--- src/ezc_pkg.sv ---
// constants, register map and types of the endpoint zero control block
// assumes one 25 MHz clock shared with the serial interface engine and the mcu bus
// Operation
// - seven IN, seven OUT typed endpoints besides zero
// - control traffic only on endpoint zero
// - good setup stored, pending set, ACK, interrupt
// - pending flag forces NAK on ep0 stages
// - clearing setup interrupt clears pending flag
// - halt both halves for bad request: STALL
// - good OUT data: store, count, toggle, refuse, ACK
// - refuse bit set: NAK, no data moved
// - halt bit set: STALL handshake
// - OUT packet with errors: no handshake
// - IN packet: toggle, refuse, interrupt on ACK
// - no IN handshake: keep packet for retry
// - control write: setup, optional OUT, IN status
// - control read: setup, IN data, OUT status
// - OUT status zero-length DATA1 accepted and acknowledged
package ezc_pkg;
  localparam int ADDR_W = 4;
  localparam int DATA_W = 8;
  localparam int BUF_AW = 4;
  localparam int BUF_DEPTH = 16;
  localparam int NUM_EP = 7;
  localparam int TYPE_REGS = 4;
  // register offsets
  localparam logic [3:0] REG_OUT0_CFG = 4'h0;
  localparam logic [3:0] REG_OUT0_BASE = 4'h1;
  localparam logic [3:0] REG_OUT0_SIZE = 4'h2;
  localparam logic [3:0] REG_OUT0_COUNT = 4'h3;
  localparam logic [3:0] REG_IN0_CFG = 4'h4;
  localparam logic [3:0] REG_IN0_BASE = 4'h5;
  localparam logic [3:0] REG_IN0_SIZE = 4'h6;
  localparam logic [3:0] REG_IN0_COUNT = 4'h7;
  localparam logic [3:0] REG_STATUS = 4'h8;
  localparam logic [3:0] REG_INT_FLAGS = 4'h9;
  localparam logic [3:0] REG_BUF_PTR = 4'ha;
  localparam logic [3:0] REG_BUF_DATA = 4'hb;
  localparam logic [3:0] REG_EP_TYPE0 = 4'hc;
  // configuration byte fields
  localparam int CFG_ENABLE = 7;
  localparam int CFG_INT_EN = 6;
  localparam int CFG_HALT = 5;
  localparam int CFG_TOGGLE = 4;
  localparam int CFG_REFUSE = 3;
  localparam logic [7:0] CFG_RESET = 8'h00;
  // status and interrupt flag fields
  localparam int STATUS_PENDING = 0;
  localparam int INT_SETUP = 0;
  localparam int INT_OUT0 = 1;
  localparam int INT_IN0 = 2;
  // token and handshake codes on the engine side
  localparam logic [1:0] TOK_OUT = 2'h1;
  localparam logic [1:0] TOK_IN = 2'h2;
  localparam logic [1:0] TOK_SETUP = 2'h3;
  localparam logic [1:0] HS_ACK = 2'h0;
  localparam logic [1:0] HS_NAK = 2'h1;
  localparam logic [1:0] HS_STALL = 2'h2;
  localparam logic [1:0] HS_NONE = 2'h3;
  localparam logic [3:0] EP0 = 4'h0;
  localparam logic [3:0] SETUP_BASE = 4'h8;
  localparam logic [3:0] SETUP_LEN = 4'h8;
  localparam logic [3:0] MAX_PKT = 4'h8;
  typedef enum logic [2:0] {ST_IDLE, ST_SETUP, ST_OUT, ST_TX, ST_WAIT} ezc_state_type;
endpackage

--- src/ezc_buf_mem.sv ---
// small byte buffer with one write port and a registered read port
// assumes writes and reads come from logic on the same clock
`timescale 1ns/1ps
module ezc_buf_mem #(
  parameter int DEPTH = 16,
  parameter int AW = 4,
  parameter int DW = 8
)
(
  input wire logic i_clock,
  input wire logic i_wr_en,
  input wire logic [AW-1:0] i_wr_addr,
  input wire logic [DW-1:0] i_wr_data,
  input wire logic [AW-1:0] i_rd_addr,
  output logic [DW-1:0] o_rd_data
);
  logic [DW-1:0] mem [0:DEPTH-1];

  // write port
  always_ff @(posedge i_clock)
  begin
    if (i_wr_en)
    begin
      mem[i_wr_addr] <= i_wr_data;
    end
  end

  // read data always from a register
  always_ff @(posedge i_clock)
  begin
    o_rd_data <= mem[i_rd_addr];
  end
endmodule

--- src/ezc_ep0_ctrl.sv ---
// endpoint zero control transfer logic of the endpoint buffer unit
// assumes token, receive and transmit strobes come from the engine on i_clock
//
// Added by the designer: the register offsets and the address-and-strobe port.
`timescale 1ns/1ps
module ezc_ep0_ctrl
(
  input wire logic i_clock,
  input wire logic i_reset,
  input wire logic [3:0] i_addr,
  input wire logic [7:0] i_wdata,
  input wire logic i_wr,
  input wire logic i_rd,
  output logic [7:0] o_rdata,
  input wire logic i_tok_valid,
  input wire logic [1:0] i_tok_pid,
  input wire logic [3:0] i_tok_ep,
  input wire logic i_rx_valid,
  input wire logic [7:0] i_rx_data,
  input wire logic i_rx_end,
  input wire logic i_rx_ok,
  input wire logic i_rx_data1,
  input wire logic i_tx_ready,
  input wire logic i_hs_ack,
  input wire logic i_hs_timeout,
  output logic o_hs_valid,
  output logic [1:0] o_hs_code,
  output logic o_tx_start,
  output logic o_tx_data1,
  output logic o_tx_valid,
  output logic [7:0] o_tx_data,
  output logic o_tx_end,
  output logic o_setup_irq,
  output logic o_ep0_out_irq,
  output logic o_ep0_in_irq,
  output logic [13:0] o_in_ep_type,
  output logic [13:0] o_out_ep_type
);
  ezc_pkg::ezc_state_type state;
  logic [7:0] out_cfg;
  logic [7:0] in_cfg;
  logic [7:0] next_out_cfg;
  logic [7:0] next_in_cfg;
  logic [3:0] out_base;
  logic [3:0] in_base;
  logic [3:0] out_size;
  logic [3:0] in_size;
  logic [3:0] out_count;
  logic [3:0] in_count;
  logic pending;
  logic [2:0] int_flags;
  logic [3:0] buf_ptr;
  logic [3:0] next_buf_ptr;
  logic [7:0] ep_type [0:3];
  logic [1:0] resp;
  logic [3:0] rx_cnt;
  logic [3:0] tx_idx;
  logic [7:0] out_rdata;
  logic tok0;
  logic rx_ok_end;
  logic ev_setup;
  logic ev_out;
  logic ev_in;
  logic tx_fire;
  logic out_we;
  logic [3:0] out_waddr;
  logic [3:0] in_raddr;
  logic buf_access;
  logic [1:0] out_decide;
  logic [1:0] in_decide;

  // answer for a data or status token, none if disabled, then pending, then halt, then refuse
  function automatic logic [1:0] decide_resp(input logic [7:0] cfg, input logic busy);
    logic [1:0] r;
    r = ezc_pkg::HS_ACK;
    if (!cfg[ezc_pkg::CFG_ENABLE])
      r = ezc_pkg::HS_NONE;
    else if (busy)
      r = ezc_pkg::HS_NAK;
    else if (cfg[ezc_pkg::CFG_HALT])
      r = ezc_pkg::HS_STALL;
    else if (cfg[ezc_pkg::CFG_REFUSE])
      r = ezc_pkg::HS_NAK;
    return r;
  endfunction

  // transaction events shared by the state machine and the registers
  always_comb
  begin
    tok0 = i_tok_valid && (i_tok_ep == ezc_pkg::EP0) && (state == ezc_pkg::ST_IDLE);
    rx_ok_end = i_rx_end && i_rx_ok;
    ev_setup = (state == ezc_pkg::ST_SETUP) && rx_ok_end && (rx_cnt == ezc_pkg::SETUP_LEN);
    ev_out = (state == ezc_pkg::ST_OUT) && rx_ok_end && (resp == ezc_pkg::HS_ACK)
      && (i_rx_data1 == out_cfg[ezc_pkg::CFG_TOGGLE]);
    ev_in = (state == ezc_pkg::ST_WAIT) && i_hs_ack;
    tx_fire = o_tx_valid && i_tx_ready;
    out_decide = decide_resp(out_cfg, pending);
    in_decide = decide_resp(in_cfg, pending);
    buf_access = (i_addr == ezc_pkg::REG_BUF_DATA) && (i_wr || i_rd);
  end

  // receive writes: setup bytes to their fixed slot, OUT data up to min(OUT size, 8) whenever the token's answer is ACK, even if the packet is then bad
  always_comb
  begin
    out_we = 1'b0;
    out_waddr = 4'(out_base + rx_cnt);
    if (i_rx_valid && (rx_cnt < ezc_pkg::MAX_PKT))
    begin
      if (state == ezc_pkg::ST_SETUP)
      begin
        out_we = 1'b1;
        out_waddr = 4'(ezc_pkg::SETUP_BASE + rx_cnt);
      end
      else if ((state == ezc_pkg::ST_OUT) && (resp == ezc_pkg::HS_ACK) && (rx_cnt < out_size))
      begin
        out_we = 1'b1;
      end
    end
    in_raddr = 4'(in_base + tx_idx + {3'h0, tx_fire});
    next_buf_ptr = (i_wr && (i_addr == ezc_pkg::REG_BUF_PTR)) ? i_wdata[3:0]
      : (buf_access ? 4'(buf_ptr + 4'h1) : buf_ptr);
  end

  // buffer written by the engine, read by the controller
  ezc_buf_mem #(.DEPTH(ezc_pkg::BUF_DEPTH), .AW(ezc_pkg::BUF_AW), .DW(ezc_pkg::DATA_W)) u_out_mem
  (
    .i_clock(i_clock),
    .i_wr_en(out_we),
    .i_wr_addr(out_waddr),
    .i_wr_data(i_rx_data),
    .i_rd_addr(next_buf_ptr),
    .o_rd_data(out_rdata)
  );

  // buffer written by the controller, read by the transmitter
  ezc_buf_mem #(.DEPTH(ezc_pkg::BUF_DEPTH), .AW(ezc_pkg::BUF_AW), .DW(ezc_pkg::DATA_W)) u_in_mem
  (
    .i_clock(i_clock),
    .i_wr_en(i_wr && (i_addr == ezc_pkg::REG_BUF_DATA)),
    .i_wr_addr(buf_ptr),
    .i_wr_data(i_wdata),
    .i_rd_addr(in_raddr),
    .o_rd_data(o_tx_data)
  );

  // transaction state machine for setup, data and status stages
  always_ff @(posedge i_clock)
  begin
    if (i_reset)
    begin
      state <= ezc_pkg::ST_IDLE;
      resp <= ezc_pkg::HS_NONE;
      rx_cnt <= 4'h0;
      tx_idx <= 4'h0;
      o_hs_valid <= 1'b0;
      o_hs_code <= ezc_pkg::HS_ACK;
      o_tx_start <= 1'b0;
      o_tx_data1 <= 1'b0;
      o_tx_valid <= 1'b0;
      o_tx_end <= 1'b0;
    end
    else
    begin
      o_hs_valid <= 1'b0;
      o_tx_start <= 1'b0;
      o_tx_end <= 1'b0;
      case (state)
        ezc_pkg::ST_IDLE:
        begin
          if (tok0 && (i_tok_pid == ezc_pkg::TOK_SETUP))
          begin
            state <= ezc_pkg::ST_SETUP;
          end
          else if (tok0 && (i_tok_pid == ezc_pkg::TOK_OUT))
          begin
            resp <= out_decide;
            state <= ezc_pkg::ST_OUT;
          end
          else if (tok0 && (i_tok_pid == ezc_pkg::TOK_IN))
          begin
            if (in_decide == ezc_pkg::HS_ACK)
            begin
              o_tx_start <= 1'b1;
              o_tx_data1 <= in_cfg[ezc_pkg::CFG_TOGGLE];
              if (in_count == 4'h0)
              begin
                o_tx_end <= 1'b1;
                state <= ezc_pkg::ST_WAIT;
              end
              else
              begin
                o_tx_valid <= 1'b1;
                state <= ezc_pkg::ST_TX;
              end
            end
            else if (in_decide != ezc_pkg::HS_NONE)
            begin
              o_hs_valid <= 1'b1;
              o_hs_code <= in_decide;
            end
          end
        end
        ezc_pkg::ST_SETUP, ezc_pkg::ST_OUT:
        begin
          if (i_rx_valid && (rx_cnt < ezc_pkg::MAX_PKT))
          begin
            rx_cnt <= 4'(rx_cnt + 4'h1);
          end
          if (i_rx_end)
          begin
            state <= ezc_pkg::ST_IDLE;
            rx_cnt <= 4'h0;
            if (ev_setup)
            begin
              o_hs_valid <= 1'b1;
              o_hs_code <= ezc_pkg::HS_ACK;
            end
            else if ((state == ezc_pkg::ST_OUT) && i_rx_ok && (resp != ezc_pkg::HS_NONE))
            begin
              o_hs_valid <= 1'b1;
              o_hs_code <= resp;
            end
          end
        end
        ezc_pkg::ST_TX:
        begin
          if (tx_fire)
          begin
            tx_idx <= 4'(tx_idx + 4'h1);
            if (4'(tx_idx + 4'h1) == in_count)
            begin
              o_tx_valid <= 1'b0;
              o_tx_end <= 1'b1;
              state <= ezc_pkg::ST_WAIT;
            end
          end
        end
        ezc_pkg::ST_WAIT:
        begin
          if (i_hs_ack || i_hs_timeout || i_tok_valid)
          begin
            tx_idx <= 4'h0;
            state <= ezc_pkg::ST_IDLE;
          end
        end
        default:
        begin
          state <= ezc_pkg::ST_IDLE;
        end
      endcase
    end
  end

  // configuration bytes: hardware refuse and toggle updates win over a write
  always_comb
  begin
    next_out_cfg = (i_wr && (i_addr == ezc_pkg::REG_OUT0_CFG)) ? i_wdata : out_cfg;
    next_in_cfg = (i_wr && (i_addr == ezc_pkg::REG_IN0_CFG)) ? i_wdata : in_cfg;
    if (ev_out)
    begin
      next_out_cfg[ezc_pkg::CFG_REFUSE] = 1'b1;
      next_out_cfg[ezc_pkg::CFG_TOGGLE] = ~out_cfg[ezc_pkg::CFG_TOGGLE];
    end
    if (ev_in)
    begin
      next_in_cfg[ezc_pkg::CFG_REFUSE] = 1'b1;
      next_in_cfg[ezc_pkg::CFG_TOGGLE] = ~in_cfg[ezc_pkg::CFG_TOGGLE];
    end
  end

  // endpoint zero configuration, sizes, bases and byte counts
  always_ff @(posedge i_clock)
  begin
    if (i_reset)
    begin
      out_cfg <= ezc_pkg::CFG_RESET;
      in_cfg <= ezc_pkg::CFG_RESET;
      out_base <= 4'h0;
      in_base <= 4'h0;
      out_size <= ezc_pkg::MAX_PKT;
      in_size <= ezc_pkg::MAX_PKT;
      out_count <= 4'h0;
      in_count <= 4'h0;
    end
    else
    begin
      out_cfg <= next_out_cfg;
      in_cfg <= next_in_cfg;
      if (i_wr && (i_addr == ezc_pkg::REG_OUT0_BASE))
        out_base <= i_wdata[3:0];
      if (i_wr && (i_addr == ezc_pkg::REG_IN0_BASE))
        in_base <= i_wdata[3:0];
      if (i_wr && (i_addr == ezc_pkg::REG_OUT0_SIZE))
        out_size <= i_wdata[3:0];
      if (i_wr && (i_addr == ezc_pkg::REG_IN0_SIZE))
        in_size <= i_wdata[3:0];
      if (ev_out)
        out_count <= rx_cnt;
      if (i_wr && (i_addr == ezc_pkg::REG_IN0_COUNT))
        in_count <= (i_wdata[3:0] > in_size) ? in_size : i_wdata[3:0];
    end
  end

  // request-pending flag and sticky event flags, set wins over clear
  always_ff @(posedge i_clock)
  begin
    if (i_reset)
    begin
      pending <= 1'b0;
      int_flags <= 3'h0;
    end
    else
    begin
      if (ev_setup)
        pending <= 1'b1;
      else if (i_wr && (i_addr == ezc_pkg::REG_STATUS) && i_wdata[ezc_pkg::STATUS_PENDING])
        pending <= 1'b0;
      else if (i_wr && (i_addr == ezc_pkg::REG_INT_FLAGS) && i_wdata[ezc_pkg::INT_SETUP])
        pending <= 1'b0;
      int_flags <= (int_flags & ~((i_wr && (i_addr == ezc_pkg::REG_INT_FLAGS)) ? i_wdata[2:0] : 3'h0))
        | {ev_in, ev_out, ev_setup};
    end
  end

  // interrupt lines, OUT and IN gated by each half's interrupt enable, setup line ungated
  always_ff @(posedge i_clock)
  begin
    if (i_reset)
    begin
      o_setup_irq <= 1'b0;
      o_ep0_out_irq <= 1'b0;
      o_ep0_in_irq <= 1'b0;
    end
    else
    begin
      o_setup_irq <= int_flags[ezc_pkg::INT_SETUP];
      o_ep0_out_irq <= int_flags[ezc_pkg::INT_OUT0] && out_cfg[ezc_pkg::CFG_INT_EN];
      o_ep0_in_irq <= int_flags[ezc_pkg::INT_IN0] && in_cfg[ezc_pkg::CFG_INT_EN];
    end
  end

  // transfer type of endpoints one to seven in each direction
  always_ff @(posedge i_clock)
  begin
    if (i_reset)
    begin
      for (int k = 0; k < ezc_pkg::TYPE_REGS; k++)
        ep_type[k] <= 8'h00;
    end
    else if (i_wr && (i_addr >= ezc_pkg::REG_EP_TYPE0))
    begin
      ep_type[i_addr[1:0]] <= i_wdata;
    end
  end

  assign o_in_ep_type = {ep_type[1][5:0], ep_type[0]};
  assign o_out_ep_type = {ep_type[3][5:0], ep_type[2]};

  // buffer window pointer and register read data
  always_ff @(posedge i_clock)
  begin
    if (i_reset)
    begin
      buf_ptr <= 4'h0;
      o_rdata <= 8'h00;
    end
    else
    begin
      buf_ptr <= next_buf_ptr;
      if (i_rd)
      begin
        case (i_addr)
          ezc_pkg::REG_OUT0_CFG: o_rdata <= out_cfg;
          ezc_pkg::REG_OUT0_BASE: o_rdata <= {4'h0, out_base};
          ezc_pkg::REG_OUT0_SIZE: o_rdata <= {4'h0, out_size};
          ezc_pkg::REG_OUT0_COUNT: o_rdata <= {4'h0, out_count};
          ezc_pkg::REG_IN0_CFG: o_rdata <= in_cfg;
          ezc_pkg::REG_IN0_BASE: o_rdata <= {4'h0, in_base};
          ezc_pkg::REG_IN0_SIZE: o_rdata <= {4'h0, in_size};
          ezc_pkg::REG_IN0_COUNT: o_rdata <= {4'h0, in_count};
          ezc_pkg::REG_STATUS: o_rdata <= {7'h00, pending};
          ezc_pkg::REG_INT_FLAGS: o_rdata <= {5'h00, int_flags};
          ezc_pkg::REG_BUF_PTR: o_rdata <= {4'h0, buf_ptr};
          ezc_pkg::REG_BUF_DATA: o_rdata <= out_rdata;
          default: o_rdata <= ep_type[i_addr[1:0]];
        endcase
      end
    end
  end
endmodule

--- config.mk ---
export PLATFORM = sky130hd
export DESIGN_NAME = ezc_ep0_ctrl
export DESIGN_NICKNAME = d
export VERILOG_FILES = /design/src/ezc_pkg.sv /design/src/ezc_buf_mem.sv /design/src/ezc_ep0_ctrl.sv
export SDC_FILE = /design/constraint.sdc
export NUM_CORES = 1
export LEC_CHECK = 0
export ABC_AREA = 1
export BUFFER_PORTS_ARGS = -buffer_cell sky130_fd_sc_hd__buf_2
export CORE_AREA = 2 2 242 244
export CTS_BUF_LIST = sky130_fd_sc_hd__clkbuf_16
export DETAILED_ROUTE_END_ITERATION = 12
export DIE_AREA = 0 0 244 246
export GPL_TIMING_DRIVEN = 0
export PLACE_DENSITY = 0.51
export SLEW_MARGIN = 20
export SYNTH_ARGS = -nofsm -noshare
export SYNTH_HDL_FRONTEND = slang
export SYNTH_SLANG_ARGS = --single-unit
--- constraint.sdc ---
create_clock -name i_clock -period 2.9 [get_ports i_clock]
set_clock_uncertainty 0.2 [all_clocks]
set_input_delay 0.145 -clock i_clock [delete_from_list [all_inputs] [get_ports i_clock]]
set_output_delay 0.145 -clock i_clock [all_outputs]
set_load 0.03 [all_outputs]
==> impl_metrics.yaml, run 1 <==
global_routing:
  grt_pass1_wl_um: 77700
  grt-ovfl-total: 0
  antenna_found_initial: 6
  grt_pass1_vias: 12700
  grt_max_degree: 25
  gr-usage-all-layers_pct: 17.0
synthesis:
  synth_cell_types: 46
  yosys.area.top_type_share_pct: 50.7
  syn_inst: 1708
  ys_seq_area_share_pct: 61.8
  synth_edf_count: 288
  syn_area_mm2: 0.0171
  synth_flop_cell: "edfxtp_1"
  ys_ff_latch: 383
  syn_nets: 1770
  avgSynthCellArea_um2: 9.99
  async_flop_share_pct: 0
  ys_warn_count: 0
  yosysTopAreaCell: "edfxtp_1"
  synth_area_leaders: "edfxtp_1 51%, dfxtp_1 11%, nand3_1 5.7%, inv_1 5.1%, nand2_1 4.8%"
cts:
  insertion_delay_ns: 0.57
  clockBufferDepth: 3
  cts-root-buf: "clkbuf_16"
  clkSinkCount: 383
  cts_tree: "yes"
  htreeDepth: 2
  clk_pin_slew_worst_paths_ns: 0.06
  cts_buffers: 43
die:
  ios: 92
  dieWidth_um: 244
  coreArea_mm2: 0.0574
  rows: 88
  die_y_um: 246
  start_util_pct: 29.8
  die-area_mm2: 0.0600
timing:
  fin_ws_ns: 0.0115
  worst_pin_slew_ns: 0.952
  setup_violations: 0
  fmax_mhz: 346
  post-route-min-period_ns: 2.89
  maxSlewViolCount: 0
  rsz0062_at_grt: "yes"
  fin_crit_sh_pct: 99.6
  relSlewSlack_pct: 36.3
  finalHoldViolations: 0
final_layout:
  final_cells: 2687
  utilization_pct: 35.9
  seq_area_mm2: 0.0106
  multi_input_comb_area_mm2: 0.00540
  layout-drive-gt1-share_pct: 14.6
  fill_cells: 5819
  nets: 1949
  syn_to_final_growth_pct: 20.6
placement:
  portBuffers: 89
  pre_cts_ws_ns: -0.617
  dp_hpwl_um: 36700
  dp.cells: 2562
  gp_congestion: 0.942
critical_path:
  end_kind: "flip-flop"
  ff2ff_setup_slack_ns: 0.01
  cp.arrival_ns: 2.92
  critPathMaxFanout: 8
  cp.required_ns: 2.93
  reg2regPathDepth: 6
  critPathKind: "flip-flop to flip-flop"
  cp-start-kind: "flip-flop"
routing:
  drc: 0
  drt_iter0_markers: 907
  vias_per_cell: 4.80
  first_pass_iters: 5
  ant_nets: 0
  vias: 12900
  wl_per_cell_um: 19.2
  wirelength_um: 51600
job:
  maxCapViolCount: 0
run_status:
  status: "finished, final reports clean"
hold_path:
  hold_class: "primary input to flip-flop"
  hold_depth: 7
power_and_ir_drop:
  power.density_mw_per_mm2: 593
  ir_drop_v: 0.000418
  cellLeakagePower_uw: 0.00803
layout by cell type (no fill, tap or decap), drive strengths merged, types with 3 or more instances in the layout:
cell and instances:
edfxtp 288, inv 252, nand2 224, nor2 222, nand3 199, buf 140
o21ai 107, dfxtp 95, clkbuf 81, a21oi 68, dlygate4sd3 40, o32ai 32
nand3b 26, ha 21, clkinv 15, nand4 12, a22oi 12, nor3 12
o211ai 11, o22ai 10, mux2 8, a211oi 8, xor2 7, xnor2 6
a221oi 4, fa 3
metrics by stage:
step | hold WS (ns) | setup TNS (ns) | power [uW] | area [um2]
3_5_place_dp | 0.246 | -30.01 | 6970 | 18500
2_1_floorplan | 0.0439 | 0 | 6590 | 17100
6_report | 0.0407 | 0 | 12200 | 20600
4_1_cts | 0.00858 | -12.52 | 12300 | 20400
5_1_grt | 0.119 | -7.94 | 12600 | 20600
3_3_place_gp | 0.244 | -21.53 | 6960 | 18500
area by class of cell:
| type | instances | share of cell area, % |
|---|---|---|
| multi-input cells | 1005 | 26.2 |
| flip-flops and latches | 383 | 51.3 |
| clock buffers | 47 | 5.71 |
| clock inverters | 31 | 0.918 |
| repair buffers | 135 | 4.44 |
| diodes | 2 | 0.0243 |
| plain buffers | 79 | 2.37 |
| inverters | 240 | 4.39 |
| well taps | 765 | 4.65 |
layer usage:
| metal | share of wire, % | up-vias | GRT usage [%] |
|---|---|---|---|
| met1 | 43 | 6240 | 21.5 |
| met3 | 5.1 | 96 | 2.84 |
| met5 | 0.047 | - | 0 |
| met4 | 3.4 | 4 | 6.47 |
| li1 | - | 6209 | - |
| met2 | 48 | 356 | 29.3 |
critical path, cell delays in order (launching register included):
cell and delay, ns:
dfxtp_1 0.51, ha_1 0.29, a21oi_1 0.13, o21ai_0 0.10
o31ai_2 0.41, nand3_1 0.48, nor2_4 0.42
timing repair:
action	4_1_cts	5_1_grt
cloned	0	0
buffers inserted	3	3
pin swaps	1	6
resized for setup	41	52
hold buffers	40	0
endpoints found under the setup margin	136	144
hold endpoints to repair	309	0
sequential cells by signal (all words and copies together) (netlist names), 8 cells and up:
| signal | flops |
|---|---|
| u_in_mem.o_rd_data | 8 |
| u_out_mem.o_rd_data | 8 |
| o_rdata | 8 |
| u_out_mem.mem | 128 |
| u_in_mem.mem | 128 |
| out_cfg | 8 |
| in_cfg | 8 |
| ep_type | 32 |
path summary, 6_finish.rpt:
check,endpoint,startpoint
worst max register to register,u_out_mem.mem[0][0]$_DFFE_PP_,rx_cnt[1]$_SDFFE_PP0P_
worst min register to register,in_cfg[2]$_SDFFE_PP0P_,in_cfg[2]$_SDFFE_PP0P_
worst max-delay path,u_out_mem.mem[0][0]$_DFFE_PP_,rx_cnt[1]$_SDFFE_PP0P_
worst min-delay path,o_tx_data1$_SDFFE_PP0P_,i_tok_ep[2]
cell usage after synthesis, drive strengths merged (6+ instances only):
library cell	count
edfxtp	288
inv	238
nand2	224
nor2	222
nand3	199
o21ai	107
dfxtp	95
a21oi	68
buf	46
clkbuf	34
o32ai	32
nand3b	26
ha	21
a22oi	12
nand4	12
nor3	12
o211ai	11
o22ai	10
a211oi	8
mux2	8
xor2	7
xnor2	6
where the power goes:
part,switching (uW),internal (uW),leakage [uW]
combinational,623,258,0.00393
sequential,52.3,5970,0.00338
clock,2220,3080,0.000717
cell families (layout without fill, tap and decap cells):
| group | count (synthesis) | in the layout | share of synthesized area, % |
|---|---|---|---|
| AND/OR/NAND/NOR | 700 | 700 | 18.2 |
| flip-flops | 383 | 383 | 61.8 |
| buffers and inverters | 320 | 532 | 7.81 |
| AO/OA/AOI/OAI | 260 | 260 | 9.06 |
| adder cells (fa/ha/maj) | 24 | 24 | 1.89 |
| XOR/XNOR | 13 | 13 | 0.667 |
| multiplexers | 8 | 8 | 0.528 |
| other | 0 | 2 | 0 |
No activity file was read; power rests on OpenSTA's default activity.
==> run 2, diff against run 1 <==
PLACE_DENSITY = default   (was 0.51)
PLACE_DENSITY_LB_ADDON = 0.05   (was default)
SETUP_SLACK_MARGIN = 0.1   (was default)
==> run 2 against run 1 <==
Net effect:
- critical path depth up 4
- clock power rose by 6.2%
- clock-buffer cell count did not move
- highest routed layer is now met4
- utilization is 0.97 points higher
- sequential power is essentially flat
- combinational power grew 6.6%
- global-route usage grew 2.1 points
- setup slack gained 0.14 ns
- largest power group unchanged
- via count is 0.82% higher
- critical path type unchanged
==> impl_metrics.yaml, run 2 (synthesized netlist as in run 1, its figures left out) <==
critical_path:
  worst_path_max_delay_cell: "fa_1"
  rr_startpoint: "o_tx_valid$_SDFFE_PP0P_"
  cp.arrival_ns: 3.05
  cp-start-kind: "flip-flop"
  critPathMaxFanout: 10
  end_kind: "flip-flop"
  critPathKind: "flip-flop to flip-flop"
  cp.required_ns: 3.20
  crit_chain: "nand2_2 -> inv_2 -> fa_2 -> fa_1 -> buf_8 -> clkbuf_4 -> o32ai_1 -> mux2_2 -> nand2_1 -> o21ai_1"
  cp_slowest_stage_delay_ns: 0.47
  rr_endpoint: "u_in_mem.o_rd_data[0]$_DFF_P_"
  ff2ff_setup_slack_ns: 0.15
  reg2regPathDepth: 10
placement:
  gp_congestion: 0.880
  portBuffers: 89
  placed_cell_area_mm2: 0.0185
  dp_hpwl_um: 39900
job:
  maxCapViolCount: 0
cts:
  clk_pin_slew_worst_paths_ns: 0.05
  cts_tree: "yes"
  cts_buffers: 47
  clockBufferDepth: 3
  clkSinkCount: 383
  insertion_delay_ns: 0.60
  htreeDepth: 2
  cts-root-buf: "clkbuf_16"
final_layout:
  final_cell_mix: "288 x edfxtp_1, 244 x inv_1, 216 x nand2_1"
  layout-drive-gt1-share_pct: 16.5
  fill_cells: 5828
  syn_to_final_growth_pct: 23.8
  nets: 1970
  final_common_cell: "edfxtp_1"
  fin_area_mm2: 0.0211
  reg_top3: "u_in_mem.mem (128), u_out_mem.mem (128), ep_type (32)"
routing:
  ant_nets: 0
  vias_per_cell: 4.80
  first_pass_iters: 6
  vias: 13000
  drt_iter0_markers: 902
  wirelength_um: 57700
  drc: 0
  wl_per_cell_um: 21.3
hold_path:
  hold_class: "primary input to flip-flop"
  worst_hold_path.endpoint: "o_tx_valid$_SDFFE_PP0P_"
  worst_hold_startpoint: "i_tok_ep[3]"
  hold_depth: 9
die:
  die-area_mm2: 0.0600
  rows: 88
  dieWidth_um: 244
  die_y_um: 246
  ios: 92
  coreArea_mm2: 0.0574
  start_util_pct: 29.8
timing:
  fmax_mhz: 364
  setup_violations: 0
  relSlewSlack_pct: 41.2
  rsz0062_at_grt: "yes"
  fin_crit_sh_pct: 94.7
  post-route-min-period_ns: 2.75
  worst_pin_slew_ns: 0.878
  finalHoldViolations: 0
  whs_ns: 0.0475
  maxSlewViolCount: 0
global_routing:
  top_usage_layer: "met2"
  antenna_found_initial: 2
  grt_use_met1_pct: 25.9
  gr-usage-all-layers_pct: 19.2
  grt_max_degree: 25
  grt_pass1_vias: 12800
  use_met2_pct: 31.7
  grt_pass1_wl_um: 84700
  use_met3_pct: 2.60
  grt-ovfl-total: 0
power_and_ir_drop:
  cellLeakagePower_uw: 0.00828
  power.density_mw_per_mm2: 596
  ir_drop_v: 0.000413
  power.total_uw: 12600
run_status:
  status: "finished, final reports clean"
## run 2: cell types whose count changed in the layout (fill, tap and decap cells not counted), moves of 5 or more
cell / before / now
buf_12: 2 / 7
o21ai_2: 1 / 8
o32ai_1: 26 / 15
o21ai_0: 87 / 81
o32ai_2: 6 / 14
buf_2: 111 / 106
buf_4: 20 / 31
clkbuf_2: 11 / 6
## run 2: critical path, delay by kind of cell, from the launching register on
kind | cells | cell delay (ns)
adder cells (fa/ha/maj) | 2 | 0.83
buffers and inverters | 3 | 0.47
AO/OA/AOI/OAI | 2 | 0.49
AND/OR/NAND/NOR | 2 | 0.13
flip-flops | 1 | 0.33
multiplexers | 1 | 0.20
## run 2: what timing repair did
action	in CTS	in global routing
setup buffers	15	3
pin swaps	8	5
endpoints found under the setup margin	136	143
hold buffers	43	0
resized for setup	114	27
endpoints found under the hold margin	311	0
gates cloned	0	0
## run 2: layout make-up
cell class / count / area [um2] / area share, %
Timing Repair Buffer: 151 / 1110 / 5.24
Buffer: 80 / 537 / 2.54
Clock inverter: 40 / 287 / 1.36
Sequential cell: 383 / 10600 / 49.9
Inverter: 240 / 903 / 4.27
Clock buffer: 47 / 1180 / 5.56
Multi-Input combinational cell: 1005 / 5610 / 26.6
Antenna cell: 2 / 5.00 / 0.0237
Tap cell: 765 / 957 / 4.53
## run 2: through the flow
step / setup slack [ns] / util, % / TNS, ns / cells
after floorplan: 0.110 / - / 0 / 1708
after global placement: -0.803 / 32.2 / -77.57 / 2562
after detailed placement: -0.791 / 32.2 / -75.66 / 2563
after CTS: 0.0739 / 36.6 / 0 / 2708
after global routing: 0.0534 / 36.8 / 0 / 2712
final: 0.153 / 36.9 / 0 / 2713
## run 2: worst max-delay path by stage
stage | slack [ns] | from | endpoint | cells past startpoint
final | 0.15 | o_tx_valid$_SDFFE_PP0P_ | u_in_mem.o_rd_data[0]$_DFF_P_ | 10
after floorplan | 0.11 | o_tx_valid$_SDFFE_PP0P_ | u_in_mem.o_rd_data[3]$_DFF_P_ | 10
after global placement | -0.80 | o_tx_valid$_SDFFE_PP0P_ | u_in_mem.o_rd_data[3]$_DFF_P_ | 12
after detailed placement | -0.79 | o_tx_valid$_SDFFE_PP0P_ | u_in_mem.o_rd_data[3]$_DFF_P_ | 12
after global routing | 0.05 | o_tx_valid$_SDFFE_PP0P_ | u_in_mem.o_rd_data[3]$_DFF_P_ | 12
after CTS | 0.07 | state[1]$_SDFFE_PP0P_ | u_out_mem.mem[0][5]$_DFFE_PP_ | 7
## run 2: power by group
group / switching [uW] / internal [uW]
clock network: 2420 / 3220
registers: 51.0 / 5970
logic: 669 / 269
total: 3140 / 9450
## run 2: layer usage
metal / part of all wire [%] / wire length [um]
met3: 4.5 / 2620
met1: 46 / 26600
met5: 0 / 0
met4: 2.5 / 1470
met2: 47 / 27000
==> run 3, diff against run 2 <==
ABC_AREA = 0   (was 1)
CORE_AREA = 2 2 237 239   (was 2 2 242 244)
DIE_AREA = 0 0 239 241   (was 0 0 244 246)
SYNTH_HIERARCHICAL = 1   (was default)
==> run 3 against run 2 <==
Net effect:
- combinational power down 19%
- sequential share of layout area increased by 2.3 points
- flip-flop and latch count stayed put
- via count is 20% lower
- sequential power barely moved
- maximum frequency down 1.3%
- cell count fell by 23%
- die area decreased by 4.0%
- wire length is 13% lower
- clock power fell by 2%
- critical path depth shrank 1
- critical path type unchanged
- largest power group unchanged
==> impl_metrics.yaml, run 3 <==
critical_path:
  startpoint: "out_base[1]$_SDFFE_PP0P_"
  cp.arrival_ns: 2.88
  critPathKind: "flip-flop to flip-flop"
  critPathMaxFanout: 8
  cp_slowest_stage_delay_ns: 0.46
  critPathMostFrequentCell: "buf_12"
  rr_endpoint: "u_out_mem/mem[1][1]$_DFFE_PP_"
  end_kind: "flip-flop"
  cp.required_ns: 3.00
  crit_end: "u_out_mem/mem[1][1]$_DFFE_PP_"
  rr_startpoint: "out_base[1]$_SDFFE_PP0P_"
  worst_path_max_delay_cell: "or3b_4"
  cp-start-kind: "flip-flop"
  reg2regPathDepth: 9
  ff2ff_setup_slack_ns: 0.12
  crit_chain: "ha_1 -> a21o_1 -> a21oi_1 -> xnor2_1 -> nand2_2 -> or3b_4 -> buf_12 -> nor2_4 -> buf_12"
routing:
  wirelength_um: 50100
  vias_per_cell: 4.97
  drc: 0
  ant_nets: 0
  drt_iter0_markers: 670
  wl_per_cell_um: 24.0
  first_pass_iters: 5
  vias: 10400
timing:
  maxSlewViolCount: 0
  fin_crit_sh_pct: 96.0
  fmax_mhz: 359
  setup_violations: 0
  rsz0062_at_grt: "yes"
  finalHoldViolations: 0
  post-route-min-period_ns: 2.78
  worst_pin_slew_ns: 0.930
  relSlewSlack_pct: 37.6
synthesis:
  syn_inst: 1133
  ys_seq_area_share_pct: 64.7
  avgSynthCellArea_um2: 14.4
  synth_edf_count: 288
  ys_warn_count: 6
  synth_most_common_cell: "edfxtp_1"
  syn_area_mm2: 0.0163
  syn_nets: 1192
  ys_ff_latch: 383
  synth_flop_cell: "edfxtp_1"
  yosysTopAreaCell: "edfxtp_1"
  async_flop_share_pct: 0
  synth_cell_types: 70
  synth_common_cells: "288 x edfxtp_1, 106 x nor2_1, 95 x dfxtp_1"
  synth_area_leaders: "edfxtp_1 53%, dfxtp_1 12%, mux4_2 6.2%, mux4_1 4.5%, nor2_1 2.4%"
  yosys.area.top_type_share_pct: 53.0
final_layout:
  layout-drive-gt1-share_pct: 26.4
  syn_to_final_growth_pct: 24.2
  utilization_pct: 36.9
  fill_cells: 5270
  multi_input_comb_area_mm2: 0.00554
  seq_area_mm2: 0.0106
  reg_top3: "u_in_mem/mem (128), u_out_mem/mem (128), ep_type (32)"
  antenna_cells: 0
  nets: 1402
  final_common_cell: "edfxtp_1"
  final_cell_mix: "288 x edfxtp_1, 100 x buf_2, 91 x nor2_1"
die:
  start_util_pct: 29.7
  die_y_um: 241
  dieWidth_um: 239
  ios: 92
  die-area_mm2: 0.0576
  rows: 86
  coreArea_mm2: 0.0549
power_and_ir_drop:
  pwr-share-comb_pct: 6.2
  p_int_uw: 9430
  power.density_mw_per_mm2: 607
  switching_share_pct: 23.4
  power.clock.fraction_pct: 45.0
  p_switching_uw: 2870
  cellLeakagePower_uw: 0.00703
  ir_drop_v: 0.000376
  power.total_uw: 12300
  p_seq_share_pct: 48.8
cts:
  clk_pin_slew_worst_paths_ns: 0.06
  htreeDepth: 2
  clockBufferDepth: 3
  clkSinkCount: 383
  insertion_delay_ns: 0.59
  cts-root-buf: "clkbuf_16"
  cts_buffers: 47
  cts_tree: "yes"
global_routing:
  antenna_found_initial: 0
  use_met3_pct: 2.34
  top_usage_layer: "met2"
  grt_use_met1_pct: 24.6
  gr-usage-all-layers_pct: 17.6
  grt_pass1_wl_um: 73200
  use_met2_pct: 28.7
  grt_max_degree: 22
  grt-ovfl-total: 0
  grt_pass1_vias: 10500
hold_path:
  hold_class: "primary input to flip-flop"
placement:
  dp_hpwl_um: 34200
  gp_congestion: 0.826
  portBuffers: 88
run_status:
  status: "finished, final reports clean"
job:
  maxCapViolCount: 0
run 3: cell count changes in the layout (fill, tap and decap cells not counted), sizes merged, moves of 12 or more:
| cell | previous run | this run |
|---|---|---|
| nor2b | 0 | 15 |
| nor2 | 222 | 107 |
| inv | 254 | 49 |
| and2 | 0 | 13 |
| nand2 | 224 | 92 |
| nand3 | 199 | 16 |
| and3 | 1 | 13 |
| o32ai | 32 | 2 |
| clkbuf | 80 | 66 |
| nand3b | 26 | 7 |
| mux4 | 0 | 73 |
| mux2i | 0 | 20 |
| o21ai | 107 | 35 |
| a22oi | 12 | 37 |
run 3: stage by stage:
step	setup WS [ns]	std cells	hold WS [ns]	setup TNS, ns	area, um2
detailed placement	-0.767	1932	0.247	-93.85	17700
finish	0.116	2085	0.114	0	20300
floorplan	0.101	1133	0.0387	0	16300
CTS	0.0879	2084	0.0695	0	20200
global route	0.0647	2085	0.130	0	20300
global placement	-1.13	1925	0.242	-157.88	17600
run 3: worst min-delay path by stage:
stage / start / endpoint / slack, ns / depth (start not counted)
finish: i_wdata[0] / in_base[0]$_SDFFE_PP0P_ / 0.11 / 4
global route: i_addr[2] / ep_type[1][3]$_SDFFCE_PN0P_ / 0.13 / 4
CTS: i_wdata[0] / in_base[0]$_SDFFE_PP0P_ / 0.07 / 4
detailed placement: out_cfg[0]$_SDFFE_PP0P_ / out_cfg[0]$_SDFFE_PP0P_ / 0.25 / 2
global placement: out_cfg[0]$_SDFFE_PP0P_ / out_cfg[0]$_SDFFE_PP0P_ / 0.24 / 2
floorplan: i_rx_end / rx_cnt[3]$_SDFFE_PP0P_ / 0.04 / 1
run 3: layout make-up:
cell class                      instances  area share, %
Buffer                                 65           2.33
Clock inverter                         40           1.39
Inverter                               34          0.630
Tap cell                              704           4.35
Sequential cell                       383           52.2
Clock buffer                           47           5.80
Timing Repair Buffer                  163           5.96
Multi-Input combinational cell        649           27.4
run 3: kinds of logic after synthesis:
kind of cell    synth area share (%)
buf+inv                         3.52
fa+ha+maj                       1.75
mux                             12.2
compound gates                  7.67
simple gates                    9.38
xor+xnor                       0.859
flops                           64.7
run 3: timing repair:
item / CTS / global route
hold endpoints to repair: 314 / 0
setup endpoints to repair: 144 / 137
resized for setup: 76 / 30
hold buffers: 38 / 0
setup buffers: 27 / 3
pin swaps: 17 / 10
run 3: power groups by stage:
| stage | Combinational (uW) | Clock [uW] | Sequential [uW] |
|---|---|---|---|
| 4_1_cts | 768 | 5700 | 6000 |
| 6_report | 762 | 5540 | 6000 |
| 5_1_grt | 822 | 5930 | 6000 |
| 3_5_place_dp | 718 | 0 | 6120 |
| 2_1_floorplan | 359 | 0 | 6140 |
| 3_3_place_gp | 715 | 0 | 6120 |
run 3: layer usage:
metal | up-vias | part of all wire (%)
met2 | 225 | 47
met5 | - | 0
met4 | 0 | 2.3
met1 | 5293 | 47
li1 | 4774 | -
met3 | 73 | 3.6
run 3: critical path: cells and delay by family, from the launching register on:
kind                     cells  cell delay [ns]
buffers and inverters        2             0.30
AND/OR/NAND/NOR              3             0.78
AO/OA/AOI/OAI                2             0.36
adder cells (fa/ha/maj)      1             0.27
flip-flops                   1             0.43
XOR/XNOR                     1             0.16
